$ cat config.mk
export PLATFORM = sky130hd
export DESIGN_NAME = mit_irq_ctrl
export DESIGN_NICKNAME = d
export VERILOG_FILES = /design/src/verilog/mit_irq_ctrl.v /design/src/verilog/mit_tick_div.v
export VERILOG_INCLUDE_DIRS = /design/src /design/src/verilog
export SDC_FILE = /design/constraint.sdc
export NUM_CORES = 1
export LEC_CHECK = 0
export BUFFER_PORTS_ARGS = -buffer_cell sky130_fd_sc_hd__buf_4
export CAP_MARGIN = 20
export CORE_UTILIZATION = 40
export DETAILED_ROUTE_END_ITERATION = 10
export PLACE_DENSITY_LB_ADDON = 0.12
export SLEW_MARGIN = 20
export SYNTH_ARGS = -nofsm -noshare
export SYNTH_HDL_FRONTEND = slang
export SYNTH_HIERARCHICAL = 1
export SYNTH_SLANG_ARGS = --single-unit
$ cat constraint.sdc
create_clock -name ref_clk -period 5.9 [get_ports ref_clk]
set_input_delay 0.59 -clock ref_clk [delete_from_list [all_inputs] [get_ports ref_clk]]
set_output_delay 0.59 -clock ref_clk [all_outputs]
set_load 0.01 [all_outputs]
$ cat src/verilog/mit_map.vh
// Register offsets, field positions, reset values and timing counts of the interrupt block
`ifndef MIT_MAP_VH
`define MIT_MAP_VH

// Register word offsets, one address per register
`define MIT_OFF_TBC 4'h0
`define MIT_OFF_INTC 4'h1
`define MIT_OFF_TMR 4'h2
`define MIT_OFF_STAT 4'h3

// Time base control fields
`define MIT_TBC_ON 7
`define MIT_TBC_CK 6
`define MIT_TBC_P1_HI 5
`define MIT_TBC_P1_LO 4
`define MIT_TBC_P0_HI 2
`define MIT_TBC_P0_LO 0
`define MIT_TBC_RESET 8'h37
`define MIT_TBC_MASK 8'hf7

// Interrupt control fields
`define MIT_IC_GIE 0
`define MIT_IC_ADE 1
`define MIT_IC_TICK0_IRQ_ENABLE 2
`define MIT_IC_TICK1_IRQ_ENABLE 3
`define MIT_IC_DEE 4
`define MIT_IC_MF0E 5
`define MIT_IC_MF1E 6
`define MIT_IC_ADF 8
`define MIT_IC_TICK0_REQ_FLAG 9
`define MIT_IC_TICK1_REQ_FLAG 10
`define MIT_IC_DEF 11
`define MIT_IC_MF0F 12
`define MIT_IC_MF1F 13

// Shortest divider periods, in input clocks
`define MIT_TB0_MIN 256
`define MIT_TB1_MIN 4096
`define MIT_SYS_DIV 2'd3

// Vector numbers in priority order
`define MIT_VEC_ADC 3'd1
`define MIT_VEC_TB0 3'd2
`define MIT_VEC_TB1 3'd3
`define MIT_VEC_NVM 3'd4
`define MIT_VEC_MF0 3'd5
`define MIT_VEC_MF1 3'd6

`endif

$ cat src/verilog/mit_irq_ctrl.v
// Interrupt request, vectoring and time base control for the small CPU core
`include "mit_map.vh"
module mit_irq_ctrl #(
    parameter NUM_TIMERS = 2,
    parameter PC_W = 13
) (
    // Clock and reset
    input wire ref_clk,
    input wire reset_n,
    // Avalon-MM slave
    input wire [3:0] avs_address,
    input wire avs_read,
    input wire avs_write,
    input wire [31:0] avs_writedata,
    output reg [31:0] avs_readdata,
    output reg avs_waitrequest,
    // Event sources
    input wire conv_done,
    input wire nvm_write_done,
    input wire [NUM_TIMERS-1:0] timer_cmp_p_match,
    input wire [NUM_TIMERS-1:0] timer_cmp_a_match,
    input wire tick_clk_en,
    // Core handshake
    input wire stack_full,
    input wire core_ready,
    input wire [PC_W-1:0] core_pc,
    input wire return_plain,
    input wire return_from_interrupt,
    input wire [PC_W-1:0] popped_pc,
    input wire low_power,
    output reg irq_take,
    output reg [2:0] irq_vector,
    output reg [PC_W-1:0] push_pc,
    output reg pc_restore,
    output reg [PC_W-1:0] restore_pc,
    output reg wake_up
);
    // Register state
    reg [7:0] time_base_control_reg;
    reg global_irq_enable_reg;
    reg conv_done_irq_enable_reg;
    reg tick0_irq_enable_reg;
    reg tick1_irq_enable_reg;
    reg nvm_write_done_enable_reg;
    reg [1:0] group_enable_reg;
    reg conv_done_req_flag_reg;
    reg tick0_req_flag_reg;
    reg tick1_req_flag_reg;
    reg nvm_write_done_flag_reg;
    reg [1:0] group_irq_flag_reg;
    reg [NUM_TIMERS-1:0] timer_cmp_p_flag_reg;
    reg [NUM_TIMERS-1:0] timer_cmp_a_flag_reg;
    reg [NUM_TIMERS-1:0] timer_cmp_p_enable_reg;
    reg [NUM_TIMERS-1:0] timer_cmp_a_enable_reg;
    reg [1:0] sys_div_reg;
    reg [5:0] flags_last_reg;
    reg [2*NUM_TIMERS-1:0] tflags_last_reg;

    // Bus decode
    function mit_hit;
        input [3:0] addr;
        input [3:0] off;
        begin
            mit_hit = addr == off;
        end
    endfunction

    // Writes land only at the answering edge, never while waiting
    wire wr_ok = avs_write && !avs_waitrequest;
    wire wr_tbc = wr_ok && mit_hit(avs_address, `MIT_OFF_TBC);
    wire wr_intc = wr_ok && mit_hit(avs_address, `MIT_OFF_INTC);
    wire wr_tmr = wr_ok && mit_hit(avs_address, `MIT_OFF_TMR);

    // Tick source select
    wire sys_quarter = sys_div_reg == `MIT_SYS_DIV;
    wire tick_in = time_base_control_reg[`MIT_TBC_CK] ? sys_quarter : tick_clk_en;
    wire tb0_ovf;
    wire tb1_ovf;

    // Divider restarts from zero whenever it is switched off
    mit_tick_div u_div (
        .ref_clk(ref_clk),
        .reset_n(reset_n),
        .run(time_base_control_reg[`MIT_TBC_ON]),
        .tick_in(tick_in),
        .sel0(time_base_control_reg[`MIT_TBC_P0_HI:`MIT_TBC_P0_LO]),
        .sel1(time_base_control_reg[`MIT_TBC_P1_HI:`MIT_TBC_P1_LO]),
        .ovf0(tb0_ovf),
        .ovf1(tb1_ovf)
    );

    // Timer compare requests, grouped by lower and upper half of the timers
    wire [NUM_TIMERS-1:0] tm_req = (timer_cmp_p_flag_reg & timer_cmp_p_enable_reg) |
                                   (timer_cmp_a_flag_reg & timer_cmp_a_enable_reg);
    wire [NUM_TIMERS-1:0] tm_set = timer_cmp_p_match | timer_cmp_a_match;
    wire [1:0] grp_req;
    wire [1:0] grp_set;
    assign grp_req[0] = |tm_req[NUM_TIMERS/2-1:0];
    assign grp_req[1] = |tm_req[NUM_TIMERS-1:NUM_TIMERS/2];
    assign grp_set[0] = |tm_set[NUM_TIMERS/2-1:0];
    assign grp_set[1] = |tm_set[NUM_TIMERS-1:NUM_TIMERS/2];

    // Source slots, highest priority first
    localparam SRC_CONV = 0;
    localparam SRC_TICK0 = 1;
    localparam SRC_TICK1 = 2;
    localparam SRC_NVM = 3;
    localparam SRC_GRP0 = 4;
    localparam SRC_GRP1 = 5;

    // Pending enabled sources
    wire [5:0] pend;
    assign pend[SRC_CONV] = conv_done_req_flag_reg && conv_done_irq_enable_reg;
    assign pend[SRC_TICK0] = tick0_req_flag_reg && tick0_irq_enable_reg;
    assign pend[SRC_TICK1] = tick1_req_flag_reg && tick1_irq_enable_reg;
    assign pend[SRC_NVM] = nvm_write_done_flag_reg && nvm_write_done_enable_reg;
    assign pend[SRC_GRP0] = group_irq_flag_reg[0] && group_enable_reg[0] && grp_req[0];
    assign pend[SRC_GRP1] = group_irq_flag_reg[1] && group_enable_reg[1] && grp_req[1];

    // Highest priority index, lowest bit first
    function [2:0] mit_pick;
        input [5:0] p;
        integer i;
        begin
            mit_pick = 3'd7;
            for (i = 5; i >= 0; i = i - 1) begin
                if (p[i]) begin
                    mit_pick = i[2:0];
                end
            end
        end
    endfunction

    wire [2:0] win = mit_pick(pend);
    // Stack room gates acknowledge; core must pop before next take
    wire take = global_irq_enable_reg && (|pend) && !stack_full && core_ready && !irq_take;
    wire [5:0] svc = take ? (6'h01 << win) : 6'h00;

    // Hardware set beats software clear
    function set_clr;
        input cur;
        input set;
        input wclr;
        input wval;
        input hclr;
        begin
            set_clr = set | (cur & ~hclr & ~(wclr & ~wval)) | (wclr & wval);
        end
    endfunction

    // Free running quarter-rate strobe from the system clock
    always @(posedge ref_clk or negedge reset_n) begin
        if (!reset_n) begin
            sys_div_reg <= 2'd0;
        end else begin
            sys_div_reg <= sys_div_reg + 2'd1;
        end
    end

    // Control and flags
    always @(posedge ref_clk or negedge reset_n) begin
        if (!reset_n) begin
            time_base_control_reg <= `MIT_TBC_RESET;
            global_irq_enable_reg <= 1'b0;
            conv_done_irq_enable_reg <= 1'b0;
            tick0_irq_enable_reg <= 1'b0;
            tick1_irq_enable_reg <= 1'b0;
            nvm_write_done_enable_reg <= 1'b0;
            group_enable_reg <= 2'b00;
            conv_done_req_flag_reg <= 1'b0;
            tick0_req_flag_reg <= 1'b0;
            tick1_req_flag_reg <= 1'b0;
            nvm_write_done_flag_reg <= 1'b0;
            group_irq_flag_reg <= 2'b00;
        end else begin
            if (wr_tbc) begin
                time_base_control_reg <= avs_writedata[7:0] & `MIT_TBC_MASK;
            end
            if (take) begin
                global_irq_enable_reg <= 1'b0;
            end else if (return_from_interrupt) begin
                global_irq_enable_reg <= 1'b1;
            end else if (wr_intc) begin
                global_irq_enable_reg <= avs_writedata[`MIT_IC_GIE];
            end
            if (wr_intc) begin
                conv_done_irq_enable_reg <= avs_writedata[`MIT_IC_ADE];
                tick0_irq_enable_reg <= avs_writedata[`MIT_IC_TICK0_IRQ_ENABLE];
                tick1_irq_enable_reg <= avs_writedata[`MIT_IC_TICK1_IRQ_ENABLE];
                nvm_write_done_enable_reg <= avs_writedata[`MIT_IC_DEE];
                group_enable_reg <= avs_writedata[`MIT_IC_MF1E:`MIT_IC_MF0E];
            end
            conv_done_req_flag_reg <= set_clr(conv_done_req_flag_reg, conv_done, wr_intc,
                avs_writedata[`MIT_IC_ADF], svc[0]);
            tick0_req_flag_reg <= set_clr(tick0_req_flag_reg, tb0_ovf, wr_intc,
                avs_writedata[`MIT_IC_TICK0_REQ_FLAG], svc[1]);
            tick1_req_flag_reg <= set_clr(tick1_req_flag_reg, tb1_ovf, wr_intc,
                avs_writedata[`MIT_IC_TICK1_REQ_FLAG], svc[2]);
            nvm_write_done_flag_reg <= set_clr(nvm_write_done_flag_reg, nvm_write_done, wr_intc,
                avs_writedata[`MIT_IC_DEF], svc[3]);
            group_irq_flag_reg[0] <= set_clr(group_irq_flag_reg[0], grp_set[0], wr_intc,
                avs_writedata[`MIT_IC_MF0F], svc[4]);
            group_irq_flag_reg[1] <= set_clr(group_irq_flag_reg[1], grp_set[1], wr_intc,
                avs_writedata[`MIT_IC_MF1F], svc[5]);
        end
    end

    // Per timer flags, cleared only by software
    genvar g;
    generate
        for (g = 0; g < NUM_TIMERS; g = g + 1) begin : g_tm
            always @(posedge ref_clk or negedge reset_n) begin
                if (!reset_n) begin
                    timer_cmp_p_flag_reg[g] <= 1'b0;
                    timer_cmp_a_flag_reg[g] <= 1'b0;
                    timer_cmp_p_enable_reg[g] <= 1'b0;
                    timer_cmp_a_enable_reg[g] <= 1'b0;
                end else begin
                    timer_cmp_p_flag_reg[g] <= set_clr(timer_cmp_p_flag_reg[g], timer_cmp_p_match[g],
                        wr_tmr, avs_writedata[8+4*g], 1'b0);
                    timer_cmp_a_flag_reg[g] <= set_clr(timer_cmp_a_flag_reg[g], timer_cmp_a_match[g],
                        wr_tmr, avs_writedata[9+4*g], 1'b0);
                    if (wr_tmr) begin
                        timer_cmp_p_enable_reg[g] <= avs_writedata[4*g];
                        timer_cmp_a_enable_reg[g] <= avs_writedata[1+4*g];
                    end
                end
            end
        end
    endgenerate

    wire [5:0] flags_now = {group_irq_flag_reg, nvm_write_done_flag_reg, tick1_req_flag_reg,
        tick0_req_flag_reg, conv_done_req_flag_reg};
    wire [2*NUM_TIMERS-1:0] tflags_now = {timer_cmp_a_flag_reg, timer_cmp_p_flag_reg};
    // Last-seen copies reset low, the idle level of every flag
    wire rise = (|(flags_now & ~flags_last_reg)) || (|(tflags_now & ~tflags_last_reg));

    // Core side outputs and wake detect
    // Vector is one based; zero means none taken yet
    always @(posedge ref_clk or negedge reset_n) begin
        if (!reset_n) begin
            flags_last_reg <= 6'h00;
            tflags_last_reg <= {2*NUM_TIMERS{1'b0}};
            wake_up <= 1'b0;
            irq_take <= 1'b0;
            irq_vector <= 3'd0;
            push_pc <= {PC_W{1'b0}};
            pc_restore <= 1'b0;
            restore_pc <= {PC_W{1'b0}};
        end else begin
            flags_last_reg <= flags_now;
            tflags_last_reg <= tflags_now;
            // Enables play no part; only a fresh rising edge wakes
            wake_up <= low_power && rise;
            irq_take <= take;
            if (take) begin
                irq_vector <= win + 3'd1;
                push_pc <= core_pc;
            end
            pc_restore <= return_plain || return_from_interrupt;
            if (return_plain || return_from_interrupt) begin
                restore_pc <= popped_pc;
            end
        end
    end

    // Bus read mux
    // Flags read back from their registers, so a set in the capture cycle shows on the next poll
    reg [31:0] rd_mux;
    always @* begin
        rd_mux = 32'h0000_0000;
        case (avs_address)
            `MIT_OFF_TBC: rd_mux[7:0] = time_base_control_reg;
            `MIT_OFF_INTC: begin
                rd_mux[`MIT_IC_GIE] = global_irq_enable_reg;
                rd_mux[`MIT_IC_ADE] = conv_done_irq_enable_reg;
                rd_mux[`MIT_IC_TICK0_IRQ_ENABLE] = tick0_irq_enable_reg;
                rd_mux[`MIT_IC_TICK1_IRQ_ENABLE] = tick1_irq_enable_reg;
                rd_mux[`MIT_IC_DEE] = nvm_write_done_enable_reg;
                rd_mux[`MIT_IC_MF1E:`MIT_IC_MF0E] = group_enable_reg;
                rd_mux[`MIT_IC_MF1F:`MIT_IC_ADF] = flags_now;
            end
            `MIT_OFF_TMR: rd_mux = mit_tmr_pack(timer_cmp_p_enable_reg, timer_cmp_a_enable_reg,
                timer_cmp_p_flag_reg, timer_cmp_a_flag_reg);
            `MIT_OFF_STAT: rd_mux[2:0] = irq_vector;
            default: rd_mux = 32'h0000_0000;
        endcase
    end

    function [31:0] mit_tmr_pack;
        input [NUM_TIMERS-1:0] pe;
        input [NUM_TIMERS-1:0] ae;
        input [NUM_TIMERS-1:0] pf;
        input [NUM_TIMERS-1:0] af;
        integer k;
        begin
            mit_tmr_pack = 32'h0000_0000;
            for (k = 0; k < NUM_TIMERS; k = k + 1) begin
                mit_tmr_pack[4*k] = pe[k];
                mit_tmr_pack[4*k+1] = ae[k];
                mit_tmr_pack[4*k+8] = pf[k];
                mit_tmr_pack[4*k+9] = af[k];
            end
        end
    endfunction

    // One wait cycle per access, then answer
    always @(posedge ref_clk or negedge reset_n) begin
        if (!reset_n) begin
            avs_waitrequest <= 1'b1;
            avs_readdata <= 32'h0000_0000;
        end else begin
            avs_waitrequest <= !((avs_read || avs_write) && avs_waitrequest);
            if (avs_read && avs_waitrequest) begin
                avs_readdata <= rd_mux;
            end
        end
    end
endmodule

$ cat src/verilog/mit_tick_div.v
// Time base divider: free counter with two selectable overflow taps
`include "mit_map.vh"
module mit_tick_div (
    // Clock and reset
    input wire ref_clk,
    input wire reset_n,
    // Control
    input wire run,
    input wire tick_in,
    input wire [2:0] sel0,
    input wire [1:0] sel1,
    // Overflow strobes
    output reg ovf0,
    output reg ovf1
);
    reg [14:0] count_reg;
    wire [14:0] count_next = count_reg + 15'h0001;
    wire [3:0] tap0 = {1'b0, sel0} + 4'h7;
    wire [3:0] tap1 = {2'b00, sel1} + 4'hb;

    always @(posedge ref_clk or negedge reset_n) begin
        if (!reset_n) begin
            count_reg <= 15'h0000;
            ovf0 <= 1'b0;
            ovf1 <= 1'b0;
        end else if (!run) begin
            // Stopped dividers restart from zero
            count_reg <= 15'h0000;
            ovf0 <= 1'b0;
            ovf1 <= 1'b0;
        end else begin
            count_reg <= tick_in ? count_next : count_reg;
            // Overflow when the tap bit rises, every second roll-over of the bits below
            ovf0 <= tick_in && count_next[tap0] && !count_reg[tap0];
            ovf1 <= tick_in && count_next[tap1] && !count_reg[tap1];
        end
    end
endmodule
==> results.toml <==
[logic_synthesis]
netlist_top_cells_area = "dfrtp_1 47%, mux2_2 8.9%, nand2_1 4.5%"
yosys-top-cells-count = "98 x dfrtp_1, 63 x nand2_1, 41 x mux2_2"
synth_top_family_by_area = "simple AND/OR/NAND/NOR gates"
synth-simple-area-share = 0.148
synth-seq-cells = 104
synth_area_per_cell_um2 = 10.9
synth-xor-area-share = 0.0269
synth.distinct_cells = 61
async_reset_ff_frac = 1.00
ys.flop_type = "dfrtp_1"
synth_top_cell_by_area = "dfrtp_1"
ys_seq_area_frac = 0.500
syn_area_um2 = 5220
synth.most_common_cell = "dfrtp_1"
synthMuxAreaShare = 0.125
synth-edff-count = 0
yosys_warnings = 6
synth_top_area_frac = 0.470
syn_inst = 480
synth-compound-area-share = 0.113
synthAdderAreaFrac = 0.0216

[die]
die_w_um = 116
fp-row-count = 41
io_pins = 143
start_util = 0.412
die-area_um2 = 13500
die_h_um = 116
coreArea_um2 = 12700

[critical_path]
worstSetupStartpointType = "flip-flop"
worst_ep_arrival_time_ns = 2.92
cp_max_fo = 15
critPathMaxStageDelay_ns = 0.65
cpMaxStageDelayCell = "dfstp_2"
path_cells = "inv_1 -> ha_1 -> nor2b_1 -> o41ai_1 -> a21oi_1 -> or4_1 -> a211oi_1"
path_class = "flip-flop to flip-flop"
required_ns = 6.14
critical_path.endpoint_type = "flip-flop"

[sta]
setup_viol = 0
setup_ws_ns = 3.22
fin_crit_sh = 0.455
rsz0062_at_grt = "no"
skew_ns = 0.00901
clock.fmax_ghz = 0.373
worst_slew_pin_slew_ns = 0.949
setup_tns_ns = 0
drv_slew = 0
hold_viol = 0
relSlewSlack = 0.366
min_period_ns = 2.68

[cts]
post_cts_buffers = 0
clk_latency_ns = 0.35
clk_path_buf_depth = 2
numClockSinks = 104
cts_made_buffers = 9
cts_hold_buf = 0
htreeDepth = 3
cts_resized = 0
clkTransAtPathRegs_ns = 0.07
cts_tree = "done"
cts-root-buf = "clkbuf_16"

[grt]
grt_max_degree = 59
antenna_found_initial = 0
grt_pass1_wl_um = 19400
grt_pass1_vias = 3775
overflow = 0
grt_usage = 0.190

[place]
gp_congestion = 0.877
dpl_worst_slack_ns = 3.14
io_buffers = 106
place_hpwl_um = 8940

[routing]
wire_per_inst_um = 16.2
ant_nets = 0
num_vias = 3942
drt-pass1-iter-count = 5
vias_per_cell = 5.24
drc = 0
drt_iter0_drc = 221
wirelength_um = 12200

[final_layout]
fill_cells = 1162
largest_reg_flops = 15
num_antenna_cells = 0
drive_above_1_share = 0.315
area_delta_synth_final_pct = 22.9
layout.nets = 663
fin_util = 0.506

[power_and_ir_drop]
p_total_mw = 2.22
leakage_nw = 2.89
peakVddDrop_uv = 180
powerDensity_nw_per_um2 = 347

[run_status]
status = "complete, no violations"

[flow_run]
drv_cap = 0

[worst_hold_path]
min_path_type = "input port to async pin"
==> per-stage QoR <==
| step | area (um^2) | hold WS [ns] | std cells |
|---|---|---|---|
| finish | 6410 | 0.233 | 753 |
| global route | 6410 | 0.287 | 753 |
| CTS | 6410 | 0.259 | 753 |
| detailed placement | 6060 | 0.425 | 737 |
| global placement | 6060 | 0.411 | 737 |
| floorplan | 5280 | 0.294 | 497 |
==> cell families (layout without fill, tap and decap cells) <==
group / after synthesis / after routing
other cells: 1 / 18
fa+ha+maj: 9 / 9
xor+xnor: 16 / 16
simple gates: 145 / 145
compound gates: 83 / 83
mux: 56 / 56
buf+inv: 66 / 150
flops: 104 / 104
==> routing by layer <==
layer | share of wire | track usage | routed length (um) | vias up
met2 | 0.49 | 0.315 | 5970 | 124
met3 | 0.046 | 0.0394 | 565 | 19
met4 | 0.021 | 0.0855 | 257 | 0
li1 | - | - | - | 1866
met5 | 0 | 0 | 0 | -
met1 | 0.44 | 0.240 | 5420 | 1933
==> layout make-up <==
class,instances,area (um^2),area share
Sequential cell,104,2610,0.407
Timing Repair Buffer,108,811,0.126
Clock buffer,10,229,0.0357
Tap cell,172,215,0.0336
Clock inverter,6,115,0.0180
Multi-Input combinational cell,327,2330,0.364
Inverter,26,97.6,0.0152
==> layout by cell type (no fill, tap or decap), drive strengths merged, types with 4 or more instances in the layout <==
master and instances:
buf 108, dfrtp 98, nand2 63, mux2 41, inv 28, o21ai 22
conb 18, and2 13, a21oi 12, nor4 12, mux2i 12, xnor2 12
clkbuf 10, nand3 10, nand4 9, ha 9, a22oi 9, nor2b 8
nor2 8, a22o 6, dfstp 6, nor3 5, o22ai 4, a311o 4
xor2 4
==> worst paths after layout <==
check	from	endpoint	slack [ns]	depth (start not counted)
max in group asynchronous	reset_n	restore_pc[9]	4.52	2
min in group ref_clk	avs_read	avs_waitrequest	0.39	2
hold reg to reg	sys_div_reg[0]	sys_div_reg[0]	0.43	1
hold / removal	reset_n	avs_readdata[1]	0.23	1
setup / recovery	time_base_control_reg[0]	u_div/ovf0	3.22	7
setup reg to reg	time_base_control_reg[0]	u_div/ovf0	3.22	7
==> report_power, final <==
part / internal [mW] / switching [mW]
clock network: 0.419 / 0.272
logic: 0.298 / 0.284
registers: 0.841 / 0.110
total: 1.56 / 0.666
==> worst max-delay path: cells and delay by family, from the launching register on <==
kind                     cells  cell delay, ns
AND/OR/NAND/NOR              2            0.82
flip-flops                   1            0.65
adder cells (fa/ha/maj)      1            0.53
AO/OA/AOI/OAI                3            0.44
buffers and inverters        1            0.12
(Power assumes the default switching activity.)
